==> config.mk <==
export PLATFORM = sky130hd
export DESIGN_NAME = fesr_ctrl
export DESIGN_NICKNAME = d
export VERILOG_FILES = /design/src/include/fesr_pkg.sv /design/src/include/fesr_tmr_if.sv /design/src/fesr_timer.sv /design/src/fesr_ctrl.sv
export SDC_FILE = /design/constraint.sdc
export NUM_CORES = 1
export LEC_CHECK = 0
export ABC_AREA = 1
export BUFFER_PORTS_ARGS = -buffer_cell sky130_fd_sc_hd__buf_2
export CORE_MARGIN = 2
export CORE_UTILIZATION = 35
export DETAILED_ROUTE_END_ITERATION = 7
export PLACE_DENSITY = 0.56
export SETUP_SLACK_MARGIN = 0.02
export SYNTH_ARGS = -nofsm -noshare
export SYNTH_HDL_FRONTEND = slang
export SYNTH_SLANG_ARGS = --single-unit
==> constraint.sdc <==
create_clock -name ref_clk_in -period 1.9 [get_ports ref_clk_in]
set_input_delay 0.19 -clock ref_clk_in [delete_from_list [all_inputs] [get_ports ref_clk_in]]
set_output_delay 0.19 -clock ref_clk_in [all_outputs]
set_load 0.05 [all_outputs]
==> src/include/fesr_pkg.sv <==
// Constants, timing counts and state type for the erase suspend/reset controller
package fesr_pkg;
   // ==========================================
   // Geometry
   localparam int PRI_N = 8;
   localparam int SEC2_N = 4;
   localparam int SEC_N = PRI_N + SEC2_N;
   localparam int ADDR_W = 12;
   localparam int TMR_W = 14;

   // ==========================================
   // Command codes and unlock cycles
   localparam logic [7:0] CMD_SUSPEND = 8'hb0;
   localparam logic [7:0] CMD_RESUME = 8'h30;
   localparam logic [7:0] CMD_RESET_DFLT = 8'hf0;
   localparam logic [ADDR_W-1:0] UNLOCK1_ADDR = 12'haaa;
   localparam logic [7:0] UNLOCK1_DATA = 8'haa;
   localparam logic [ADDR_W-1:0] UNLOCK2_ADDR = 12'h554;
   localparam logic [7:0] UNLOCK2_DATA = 8'h55;

   // ==========================================
   // Timing
   localparam int CLK_NS = 10;
   localparam int SUSP_MIN_NS = 100;
   localparam int SUSP_MAX_NS = 15000;
   localparam int SUSP_CYC = (SUSP_MIN_NS + CLK_NS - 1) / CLK_NS;
   localparam int ABORT_MAX_NS = 25000;
   localparam int ABORT_CYC = ABORT_MAX_NS / CLK_NS;
   localparam int ERASE_WIN_NS = 100000;
   localparam int ERASE_WIN_CYC = ERASE_WIN_NS / CLK_NS;

   // ==========================================
   // Controller states
   typedef enum logic [2:0] {
      ST_READ,
      ST_WINDOW,
      ST_ERASE,
      ST_SUSP_WAIT,
      ST_SUSP,
      ST_PROG,
      ST_BULK,
      ST_ABORT
   } fesr_state_e;
endpackage

==> src/include/fesr_tmr_if.sv <==
// Load/done link between the controller and its shared down-counter
`timescale 1ns/1ns
interface fesr_tmr_if;
   logic load;
   logic [fesr_pkg::TMR_W-1:0] count;
   logic done;
   modport ctrl (output load, output count, input done);
   modport tmr (input load, input count, output done);
endinterface

==> src/fesr_timer.sv <==
// Shared down-counter that times the window, suspend latency and abort recovery
`timescale 1ns/1ns
module fesr_timer
(
   // Clock and reset
   input wire logic ref_clk_in,
   input wire logic sys_rst_in,
   // Controller side
   fesr_tmr_if.tmr tmr
);
   logic [fesr_pkg::TMR_W-1:0] cnt;

   // ==========================================
   // Count down to zero; a load restarts it
   always_ff @(posedge ref_clk_in)
   begin
      if (sys_rst_in)
         cnt <= '0;
      else if (tmr.load)
         cnt <= tmr.count;
      else if (cnt != '0)
         cnt <= cnt - 1'b1;
   end

   // One-cycle pulse on the last count; a reload masks it
   assign tmr.done = (cnt == fesr_pkg::TMR_W'(1)) & ~tmr.load;
endmodule

==> src/fesr_ctrl.sv <==
// Flash erase suspend/resume, reset-flash, sector protection and reset-pin abort
// Functional notes
// - B0h even address with select suspends erase
// - Suspend outside erase is ignored, stays read
// - Suspend inside window also ends the window
// - Toggle stops 0.1 to 15 us after suspend
// - Suspended erase falls back to read mode
// - Reads of suspended sectors flagged invalid
// - Reads of other sectors stay valid
// - Suspended state refuses program, allows resume/reset
// - Reset while suspended abandons the erase
// - 30h even address with select resumes erase
// - Commands to protected sectors silently ignored
// - Reads of protected sectors behave normally
// - Protection bits readable, never writable here
// - Reset-flash single write, unlock writes optional
// - Reset-flash read mode now, 25 us after error
// - Reset-flash ignored during program or bulk erase
// - Reset-flash aborts sector erase within 25 us
// - Reset pin aborts, read within 25 us
// - Toggle bit flips per read while busy; held during abort recovery here
// - Other command in window aborts to read
`timescale 1ns/1ns
module fesr_ctrl
#(
   parameter int ERASE_WIN_CYC = fesr_pkg::ERASE_WIN_CYC,
   parameter logic [7:0] RESET_CODE = fesr_pkg::CMD_RESET_DFLT
)
(
   // Clock and reset
   input wire logic ref_clk_in,
   input wire logic sys_rst_in,
   // Hardware reset pin, asynchronous
   input wire logic hw_rst_pin_n_in,
   // MCU bus cycle
   input wire logic wr_in,
   input wire logic rd_in,
   input wire logic [fesr_pkg::ADDR_W-1:0] addr_in,
   input wire logic [7:0] data_in,
   input wire logic [fesr_pkg::PRI_N-1:0] primary_sector_selects_in,
   input wire logic [fesr_pkg::SEC2_N-1:0] secondary_sector_selects_in,
   // Decoded long commands
   input wire logic erase_req_in,
   input wire logic prog_req_in,
   input wire logic bulk_req_in,
   // Embedded algorithm engine
   input wire logic eng_done_in,
   input wire logic eng_error_in,
   // Nonvolatile protection bits
   input wire logic [fesr_pkg::SEC_N-1:0] prot_bits_in,
   // Engine control
   output logic erase_go_out,
   output logic prog_go_out,
   output logic bulk_go_out,
   output logic abort_out,
   output logic [fesr_pkg::SEC_N-1:0] erase_sectors_out,
   // Status
   output logic read_mode_out,
   output logic suspended_out,
   output logic window_out,
   output logic toggle_status_bit_out,
   output logic error_status_bit_out,
   output logic read_invalid_out,
   output logic [fesr_pkg::SEC_N-1:0] prot_bits_out
);
   fesr_pkg::fesr_state_e state, next_state;
   logic [fesr_pkg::SEC_N-1:0] sectors, next_sectors;
   logic pin_s1, pin_s2;
   logic tgl, err, abort_pulse, rd_bad;
   logic [fesr_pkg::SEC_N-1:0] prot;
   logic [fesr_pkg::TMR_W-1:0] abort_len; // Recovery length, kept only for the bound check

   fesr_tmr_if tif ();

   // ==========================================
   // Shared timer
   fesr_timer u_timer
   (
      .ref_clk_in (ref_clk_in),
      .sys_rst_in (sys_rst_in),
      .tmr (tif)
   );

   // ==========================================
   // Reset pin synchroniser, idles released
   always_ff @(posedge ref_clk_in)
   begin
      if (sys_rst_in)
      begin
         pin_s1 <= 1'b1;
         pin_s2 <= 1'b1;
      end
      else
      begin
         pin_s1 <= hw_rst_pin_n_in;
         pin_s2 <= pin_s1;
      end
   end

   // ==========================================
   // Command decode
   wire hw_rst = ~pin_s2;
   wire [fesr_pkg::SEC_N-1:0] sel = {secondary_sector_selects_in, primary_sector_selects_in};
   wire sel_any = |sel;
   wire even_wr = wr_in & sel_any & ~addr_in[0];
   wire is_susp = even_wr & (data_in == fesr_pkg::CMD_SUSPEND);
   wire is_res = even_wr & (data_in == fesr_pkg::CMD_RESUME);
   wire is_rst = wr_in & sel_any & (data_in == RESET_CODE);
   // Unlock cycles are neutral so an optional unlock never aborts
   wire unl1 = (addr_in == fesr_pkg::UNLOCK1_ADDR) & (data_in == fesr_pkg::UNLOCK1_DATA);
   wire unl2 = (addr_in == fesr_pkg::UNLOCK2_ADDR) & (data_in == fesr_pkg::UNLOCK2_DATA);
   wire is_unlock = wr_in & (unl1 | unl2);
   wire is_other = wr_in & sel_any & ~is_susp & ~is_res & ~is_unlock;
   wire hit_prot = |(sel & prot);
   wire prog_ok = prog_req_in & ~hit_prot;
   wire erase_ok = erase_req_in & ~hit_prot;
   wire busy = (state != fesr_pkg::ST_READ);
   wire tgl_live = (state == fesr_pkg::ST_WINDOW) | (state == fesr_pkg::ST_ERASE) |
                   (state == fesr_pkg::ST_SUSP_WAIT) | (state == fesr_pkg::ST_PROG) |
                   (state == fesr_pkg::ST_BULK);
   wire rst_taken = ~hw_rst & is_rst & ((state == fesr_pkg::ST_READ) |
                    (state == fesr_pkg::ST_ERASE) | (state == fesr_pkg::ST_SUSP) |
                    (state == fesr_pkg::ST_WINDOW));

   // ==========================================
   // Next state; reset pin wins over every command
   always_comb
   begin
      next_state = state;
      next_sectors = sectors;
      abort_pulse = 1'b0;
      tif.load = 1'b0;
      tif.count = '0;
      if (hw_rst)
      begin
         next_sectors = '0;
         abort_pulse = busy;
         if (busy)
         begin
            // Held pin keeps reloading, recovery counts from release
            next_state = fesr_pkg::ST_ABORT;
            tif.load = 1'b1;
            tif.count = fesr_pkg::TMR_W'(fesr_pkg::ABORT_CYC - 1);
         end
         else
            next_state = fesr_pkg::ST_READ;
      end
      else
      begin
         case (state)
            fesr_pkg::ST_READ:
            begin
               // Suspend and resume fall through here as plain reads
               if (prog_ok)
                  next_state = fesr_pkg::ST_PROG;
               else if (bulk_req_in)
               begin
                  next_state = fesr_pkg::ST_BULK;
                  next_sectors = ~prot;
               end
               else if (erase_ok)
               begin
                  next_state = fesr_pkg::ST_WINDOW;
                  next_sectors = sel;
                  tif.load = 1'b1;
                  tif.count = fesr_pkg::TMR_W'(ERASE_WIN_CYC - 1);
               end
               else if (is_rst && err)
               begin
                  // Failed algorithm needs recovery time
                  next_state = fesr_pkg::ST_ABORT;
                  tif.load = 1'b1;
                  tif.count = fesr_pkg::TMR_W'(fesr_pkg::ABORT_CYC - 1);
               end
            end
            fesr_pkg::ST_WINDOW:
            begin
               if (is_susp)
               begin
                  next_state = fesr_pkg::ST_SUSP_WAIT;
                  tif.load = 1'b1;
                  tif.count = fesr_pkg::TMR_W'(fesr_pkg::SUSP_CYC - 1);
               end
               else if (is_res)
               begin
                  // Extra sector code restarts the window
                  if (!hit_prot)
                  begin
                     next_sectors = sectors | sel;
                     tif.load = 1'b1;
                     tif.count = fesr_pkg::TMR_W'(ERASE_WIN_CYC - 1);
                  end
               end
               else if (is_other)
               begin
                  next_state = fesr_pkg::ST_READ;
                  next_sectors = '0;
                  abort_pulse = 1'b1;
               end
               else if (tif.done)
                  next_state = fesr_pkg::ST_ERASE;
            end
            fesr_pkg::ST_ERASE:
            begin
               if (is_susp)
               begin
                  next_state = fesr_pkg::ST_SUSP_WAIT;
                  tif.load = 1'b1;
                  tif.count = fesr_pkg::TMR_W'(fesr_pkg::SUSP_CYC - 1);
               end
               else if (is_rst)
               begin
                  next_state = fesr_pkg::ST_ABORT;
                  next_sectors = '0;
                  abort_pulse = 1'b1;
                  tif.load = 1'b1;
                  tif.count = fesr_pkg::TMR_W'(fesr_pkg::ABORT_CYC - 1);
               end
               else if (eng_done_in)
               begin
                  next_state = fesr_pkg::ST_READ;
                  next_sectors = '0;
               end
            end
            fesr_pkg::ST_SUSP_WAIT:
            begin
               if (tif.done)
                  next_state = fesr_pkg::ST_SUSP;
            end
            fesr_pkg::ST_SUSP:
            begin
               // Program and erase requests are simply not looked at
               if (is_res)
                  next_state = fesr_pkg::ST_ERASE;
               else if (is_rst)
               begin
                  next_state = fesr_pkg::ST_READ;
                  next_sectors = '0;
                  abort_pulse = 1'b1;
               end
            end
            fesr_pkg::ST_PROG, fesr_pkg::ST_BULK:
            begin
               // Reset-flash is ignored until the engine finishes
               if (eng_done_in)
               begin
                  next_state = fesr_pkg::ST_READ;
                  next_sectors = '0;
               end
            end
            fesr_pkg::ST_ABORT:
            begin
               if (tif.done)
                  next_state = fesr_pkg::ST_READ;
            end
            default:
               next_state = fesr_pkg::ST_READ;
         endcase
      end
   end

   // ==========================================
   // State and sector record
   always_ff @(posedge ref_clk_in)
   begin
      if (sys_rst_in)
      begin
         state <= fesr_pkg::ST_READ;
         sectors <= '0;
      end
      else
      begin
         state <= next_state;
         sectors <= next_sectors;
      end
   end

   // ==========================================
   // Status flops; error set wins over its clear
   always_ff @(posedge ref_clk_in)
   begin
      if (sys_rst_in)
      begin
         tgl <= 1'b0;
         err <= 1'b0;
         rd_bad <= 1'b0;
         prot <= '0;
         abort_len <= '0;
      end
      else
      begin
         if (rd_in && sel_any && tgl_live)
            tgl <= ~tgl;
         if (eng_error_in)
            err <= 1'b1;
         else if (rst_taken)
            err <= 1'b0;
         rd_bad <= rd_in & (state == fesr_pkg::ST_SUSP) & (|(sel & sectors));
         prot <= prot_bits_in;
         abort_len <= (hw_rst || state != fesr_pkg::ST_ABORT) ? '0 : abort_len + 1'b1;
      end
   end

   // ==========================================
   // Output decode
   assign erase_go_out = (state == fesr_pkg::ST_ERASE);
   assign prog_go_out = (state == fesr_pkg::ST_PROG);
   assign bulk_go_out = (state == fesr_pkg::ST_BULK);
   assign abort_out = abort_pulse;
   assign erase_sectors_out = sectors;
   assign read_mode_out = (state == fesr_pkg::ST_READ) | (state == fesr_pkg::ST_SUSP);
   assign suspended_out = (state == fesr_pkg::ST_SUSP);
   assign window_out = (state == fesr_pkg::ST_WINDOW);
   assign toggle_status_bit_out = tgl;
   assign error_status_bit_out = err;
   assign read_invalid_out = rd_bad;
   assign prot_bits_out = prot;
endmodule

==> impl_table.tex <==
\begin{tabular}{lr}
\hline
Metric & Value \\
\hline
\multicolumn{2}{l}{\textbf{Layout}} \\
\quad Fill cells & between 900 and 1,000 \\
\quad Post-synthesis to final-layout area growth & 35.67\% \\
\quad Count of antenna diodes in the layout & 0 \\
\quad Leading cell types in the layout, fill and taps excluded & sky130\_fd\_sc\_hd\_\_nand2\_1 (119), sky130\_fd\_sc\_hd\_\_nor2\_1 (91), sky130\_fd\_sc\_hd\_\_buf\_2 (86) \\
\quad Most common cell after layout, fill and taps aside & sky130\_fd\_sc\_hd\_\_nand2\_1 \\
\quad Final net count & around 700 \\
\quad Ratio of cells with drive above 1 in the final layout & 32.66\% \\
\multicolumn{2}{l}{\textbf{Synth}} \\
\quad Synth cell types & 42 \\
\quad Share of synthesized area spent on multiplexers & 0\% \\
\quad Yosys synthesis warning count & 0 \\
\quad Most used DFF post-synth & sky130\_fd\_sc\_hd\_\_dfxtp\_1 \\
\quad Netlist Area Pre-Place & 0.003213 mm² \\
\quad Register bit total from synthesis & 46 \\
\quad Adder-Cell Fraction of Synth Area & less than 1\% \\
\quad Synthesized-area fraction occupied by xor and xnor cells & between 3 and 4\% \\
\quad Compound-Gate Fraction of Synth Area & 15.42\% \\
\quad Sequential fraction of the synthesis area & 28.66\% \\
\quad Net Count, Synth & roughly 580 \\
\quad Fraction of registers with async set or reset after synthesis & 0\% \\
\quad Synth Instances & 519 \\
\quad Syn Area/Cell & about 6.2 µm² \\
\quad Combinational family with the most area after synthesis & simple AND/OR/NAND/NOR gates \\
\quad Simple-gate share of the synthesized area & 43.15\% \\
\quad Number of flops mapped to enable cells by yosys & 0 \\
\multicolumn{2}{l}{\textbf{Timing}} \\
\quad Number of hold violations in the final report & 0 \\
\quad Final Cycle Share & 98.41\% \\
\quad Max-slew headroom at the worst pin & a little over three fifths \\
\quad Fin crit period & $\sim$1.9 ns \\
\quad Max Transition Viols Final & 0 \\
\quad Worst-case hold slack & approximately 0.066 ns \\
\quad Number of setup violations in the final report & 0 \\
\quad Post-route clock skew & 0.01185 ns \\
\quad Slew of the pin with the lowest slew margin & roughly 0.55 ns \\
\quad Final-layout setup total negative slack & 0 ns \\
\quad Unrepaired setup endpoints after global routing & yes \\
\quad Maximum operating frequency & between 500 and 600 MHz \\
\multicolumn{2}{l}{\textbf{Power and ir drop}} \\
\quad Internal power of the cells & about 3.3 mW \\
\quad Sw frac & between 50\% and 60\% \\
\quad Total chip power & a little under 7 mW \\
\quad Worst IR Drop VDD & roughly 0.53 mV \\
\quad Part of the power in combinational logic & between 60\% and 70\% \\
\quad Total power divided by cell area & $\sim$1500 mW/mm² \\
\quad Proportion of power drawn by the clock network & a little under an eighth \\
\quad Switching pwr & approximately 3.4 mW \\
\quad Leakage power total & around 2.2 nW \\
\quad Sequential share of power & 23.9\% \\
\multicolumn{2}{l}{\textbf{Global routing}} \\
\quad Maximum number of pins on one net before global-route repair & 25 \\
\quad Global route total overflow & 0 \\
\quad Total routing resource utilization after global routing & between 20\% and 30\% \\
\quad Initial antenna violation count & 0 \\
\quad Wire length of the first global-routing pass & about 16 mm \\
\quad Number of global-route vias before repair & between 3,000 and 4,000 \\
\multicolumn{2}{l}{\textbf{Worst setup path}} \\
\quad Critical Path Sink Type & register \\
\quad Arrival time reported for the critical path endpoint & approximately 2.1 ns \\
\quad Biggest fanout along the worst timing path & 8 \\
\quad Crit start category & register \\
\quad Worst Setup Path Type & reg2reg \\
\quad Required @ worst endpoint & around 2.1 ns \\
\multicolumn{2}{l}{\textbf{Die}} \\
\quad Number of top-level design ports & 88 \\
\quad Vert. Die Dim & 99.82 µm \\
\quad Initial core utilization & $\sim$36\% \\
\quad Width of the die & 99.82 µm \\
\quad Core ar. & 0.008806 mm² \\
\quad Die Outline Area & about 0.010 mm² \\
\quad Core Rows & 34 \\
\multicolumn{2}{l}{\textbf{CTS}} \\
\quad Number of buffers created by CTS & 5 \\
\quad Buffer type at the clock tree root & sky130\_fd\_sc\_hd\_\_clkbuf\_8 \\
\quad Clk buf depth & 2 \\
\quad Worst-path clk slew & $\sim$0.10 ns \\
\quad Clock tree from TritonCTS & done \\
\quad Clock H-tree levels & 2 \\
\quad Hold buffer count at cts & 0 \\
\quad Clock latency on the worst-skew pair & $\sim$0.31 ns \\
\quad Clk sink count & 46 \\
\multicolumn{2}{l}{\textbf{Detailed routing}} \\
\quad Routed Antenna Nets & 0 \\
\quad Number of DRC violations after detailed-routing iteration 0 & about 130 \\
\quad Drt first pass iters & 4 \\
\quad Vias post-DR & about 3,800 \\
\quad Via density per instance & roughly 5.1 \\
\quad Mean routed wirelength per cell & around 14 µm \\
\quad Detailed-route DRC error count & 0 \\
\quad Total wire length & about 11 mm \\
\multicolumn{2}{l}{\textbf{Outcome}} \\
\quad Run status & complete, no violations \\
\multicolumn{2}{l}{\textbf{Place}} \\
\quad Final HPWL from detailed placement & between 7 and 8 mm \\
\quad Buffers added on ports & 87 \\
\quad Gpl congestion & approximately 0.95 \\
\multicolumn{2}{l}{\textbf{Run}} \\
\quad Max cap viols & 0 \\
\multicolumn{2}{l}{\textbf{Worst hold path}} \\
\quad Worst hold-check path type & in2reg \\
\hline
\end{tabular}
## synthesized netlist by cell type (3+ instances only)
library cell                number  share of area [%]
sky130_fd_sc_hd__nand2_1       124                 14
sky130_fd_sc_hd__nor2_1         99                 12
sky130_fd_sc_hd__dfxtp_1        46                 29
sky130_fd_sc_hd__inv_1          45                5.3
sky130_fd_sc_hd__o21ai_0        38                5.9
sky130_fd_sc_hd__nand3_1        24                3.7
sky130_fd_sc_hd__a21oi_1        22                3.4
sky130_fd_sc_hd__inv_2          10                1.2
sky130_fd_sc_hd__nand4_1        10                1.9
sky130_fd_sc_hd__nand2_2         8                1.6
sky130_fd_sc_hd__nor3_1          8                1.2
sky130_fd_sc_hd__clkbuf_1        7               0.82
sky130_fd_sc_hd__o21ai_1         7                1.1
sky130_fd_sc_hd__xor2_1          7                1.9
sky130_fd_sc_hd__buf_2           5               0.78
sky130_fd_sc_hd__nor2_2          5               0.97
sky130_fd_sc_hd__xnor2_1         5                1.4
sky130_fd_sc_hd__nand2_4         4                1.4
sky130_fd_sc_hd__nor4_1          4               0.78
sky130_fd_sc_hd__o211ai_1        4               0.93
sky130_fd_sc_hd__a21oi_2         3               0.82
sky130_fd_sc_hd__a221oi_1        3               0.82
sky130_fd_sc_hd__a22o_1          3               0.82
sky130_fd_sc_hd__nand3_2         3               0.93
sky130_fd_sc_hd__o2111ai_1       3               0.82
## critical path, stage by stage, from the launching register on
cell                      delay (ns)
sky130_fd_sc_hd__dfxtp_4        0.38
sky130_fd_sc_hd__inv_2          0.04
sky130_fd_sc_hd__or2_4          0.27
sky130_fd_sc_hd__nor2_8         0.13
sky130_fd_sc_hd__nand4_4        0.10
sky130_fd_sc_hd__nand2_2        0.08
sky130_fd_sc_hd__inv_2          0.04
sky130_fd_sc_hd__nand2_2        0.05
sky130_fd_sc_hd__nand2_2        0.07
sky130_fd_sc_hd__nand2_4        0.10
sky130_fd_sc_hd__nand2_8        0.08
sky130_fd_sc_hd__nand3_4        0.17
sky130_fd_sc_hd__nand2_2        0.09
sky130_fd_sc_hd__nor2_2         0.11
sky130_fd_sc_hd__nor2_1         0.05
## registers in the layout, indices dropped and copies added, names as in the netlist
signal and flops:
pin_s2 1, prot_bits_out 12, pin_s1 1, erase_sectors_out 12, u_timer.cnt 14, toggle_status_bit_out 1, read_invalid_out 1, error_status_bit_out 1
state 3
## path summary, 6_finish.rpt
| kind | from | end | slack [ns] | depth (start not counted) |
|---|---|---|---|---|
| setup / recovery | state[1] | u_timer.cnt[9] | 0.03 | 14 |
| setup reg to reg | state[1] | u_timer.cnt[9] | 0.03 | 14 |
| hold / removal | prot_bits_in[6] | prot_bits_out[6] | 0.07 | 3 |
| hold reg to reg | pin_s1 | pin_s2 | 0.43 | 1 |
## power by group through the flow
stage | Sequential, mW | Combinational, mW | Clock [mW]
CTS | 1.60 | 4.05 | 0.797
global placement | 1.61 | 4.00 | 0
finish | 1.61 | 4.36 | 0.777
detailed placement | 1.61 | 4.01 | 0
floorplan | 2.08 | 2.48 | 0
global route | 1.66 | 4.77 | 0.846
## per-layer routing
layer	vias to the layer above	global-route usage (%)	part of all wire, %
met2	136	34.41	47
met3	15	3.064	7.1
met1	1709	27.24	44
li1	1935	-	-
met4	0	5.690	1.8
met5	-	0	0
## through the flow
step | instance area [µm²] | util [%] | cells | setup slack [ns]
5_1_grt | 4359 | 49.50 | 751 | -0.09094
3_5_place_dp | 4019 | 45.64 | 732 | -0.05056
6_report | 4359 | 49.50 | 751 | 0.03023
4_1_cts | 4151 | 47.14 | 741 | 0.01813
2_1_floorplan | 3247 | - | 519 | -0.01681
3_3_place_gp | 4019 | 45.64 | 732 | -0.09847
## what timing repair did
action	in CTS	in global routing
gates resized for setup	4	33
setup buffers	1	8
setup endpoints to repair	2	30
pin swaps	2	14
cloned	0	2
## area by class of cell
cell class | count | area (µm²) | area share (%)
clock inverters | 3 | 43.79 | 1.005
flip-flops and latches | 46 | 929.6 | 21.33
inverters | 56 | 212.7 | 4.879
well taps | 108 | 135.1 | 3.100
clock buffers | 5 | 68.82 | 1.579
multi-input cells | 404 | 2153 | 49.40
repair buffers | 129 | 815.8 | 18.71
## cell families (layout without fill, tap and decap cells)
logic type | count (synthesis) | count (layout)
buffers and inverters | 70 | 193
xor gates and xnor gates | 12 | 12
AOI/OAI and AO/OA | 87 | 87
and+or+nand+nor | 302 | 303
DFF | 46 | 46
adders and majority gates | 2 | 2
Note: power is estimated with default switching activity, not from simulation.
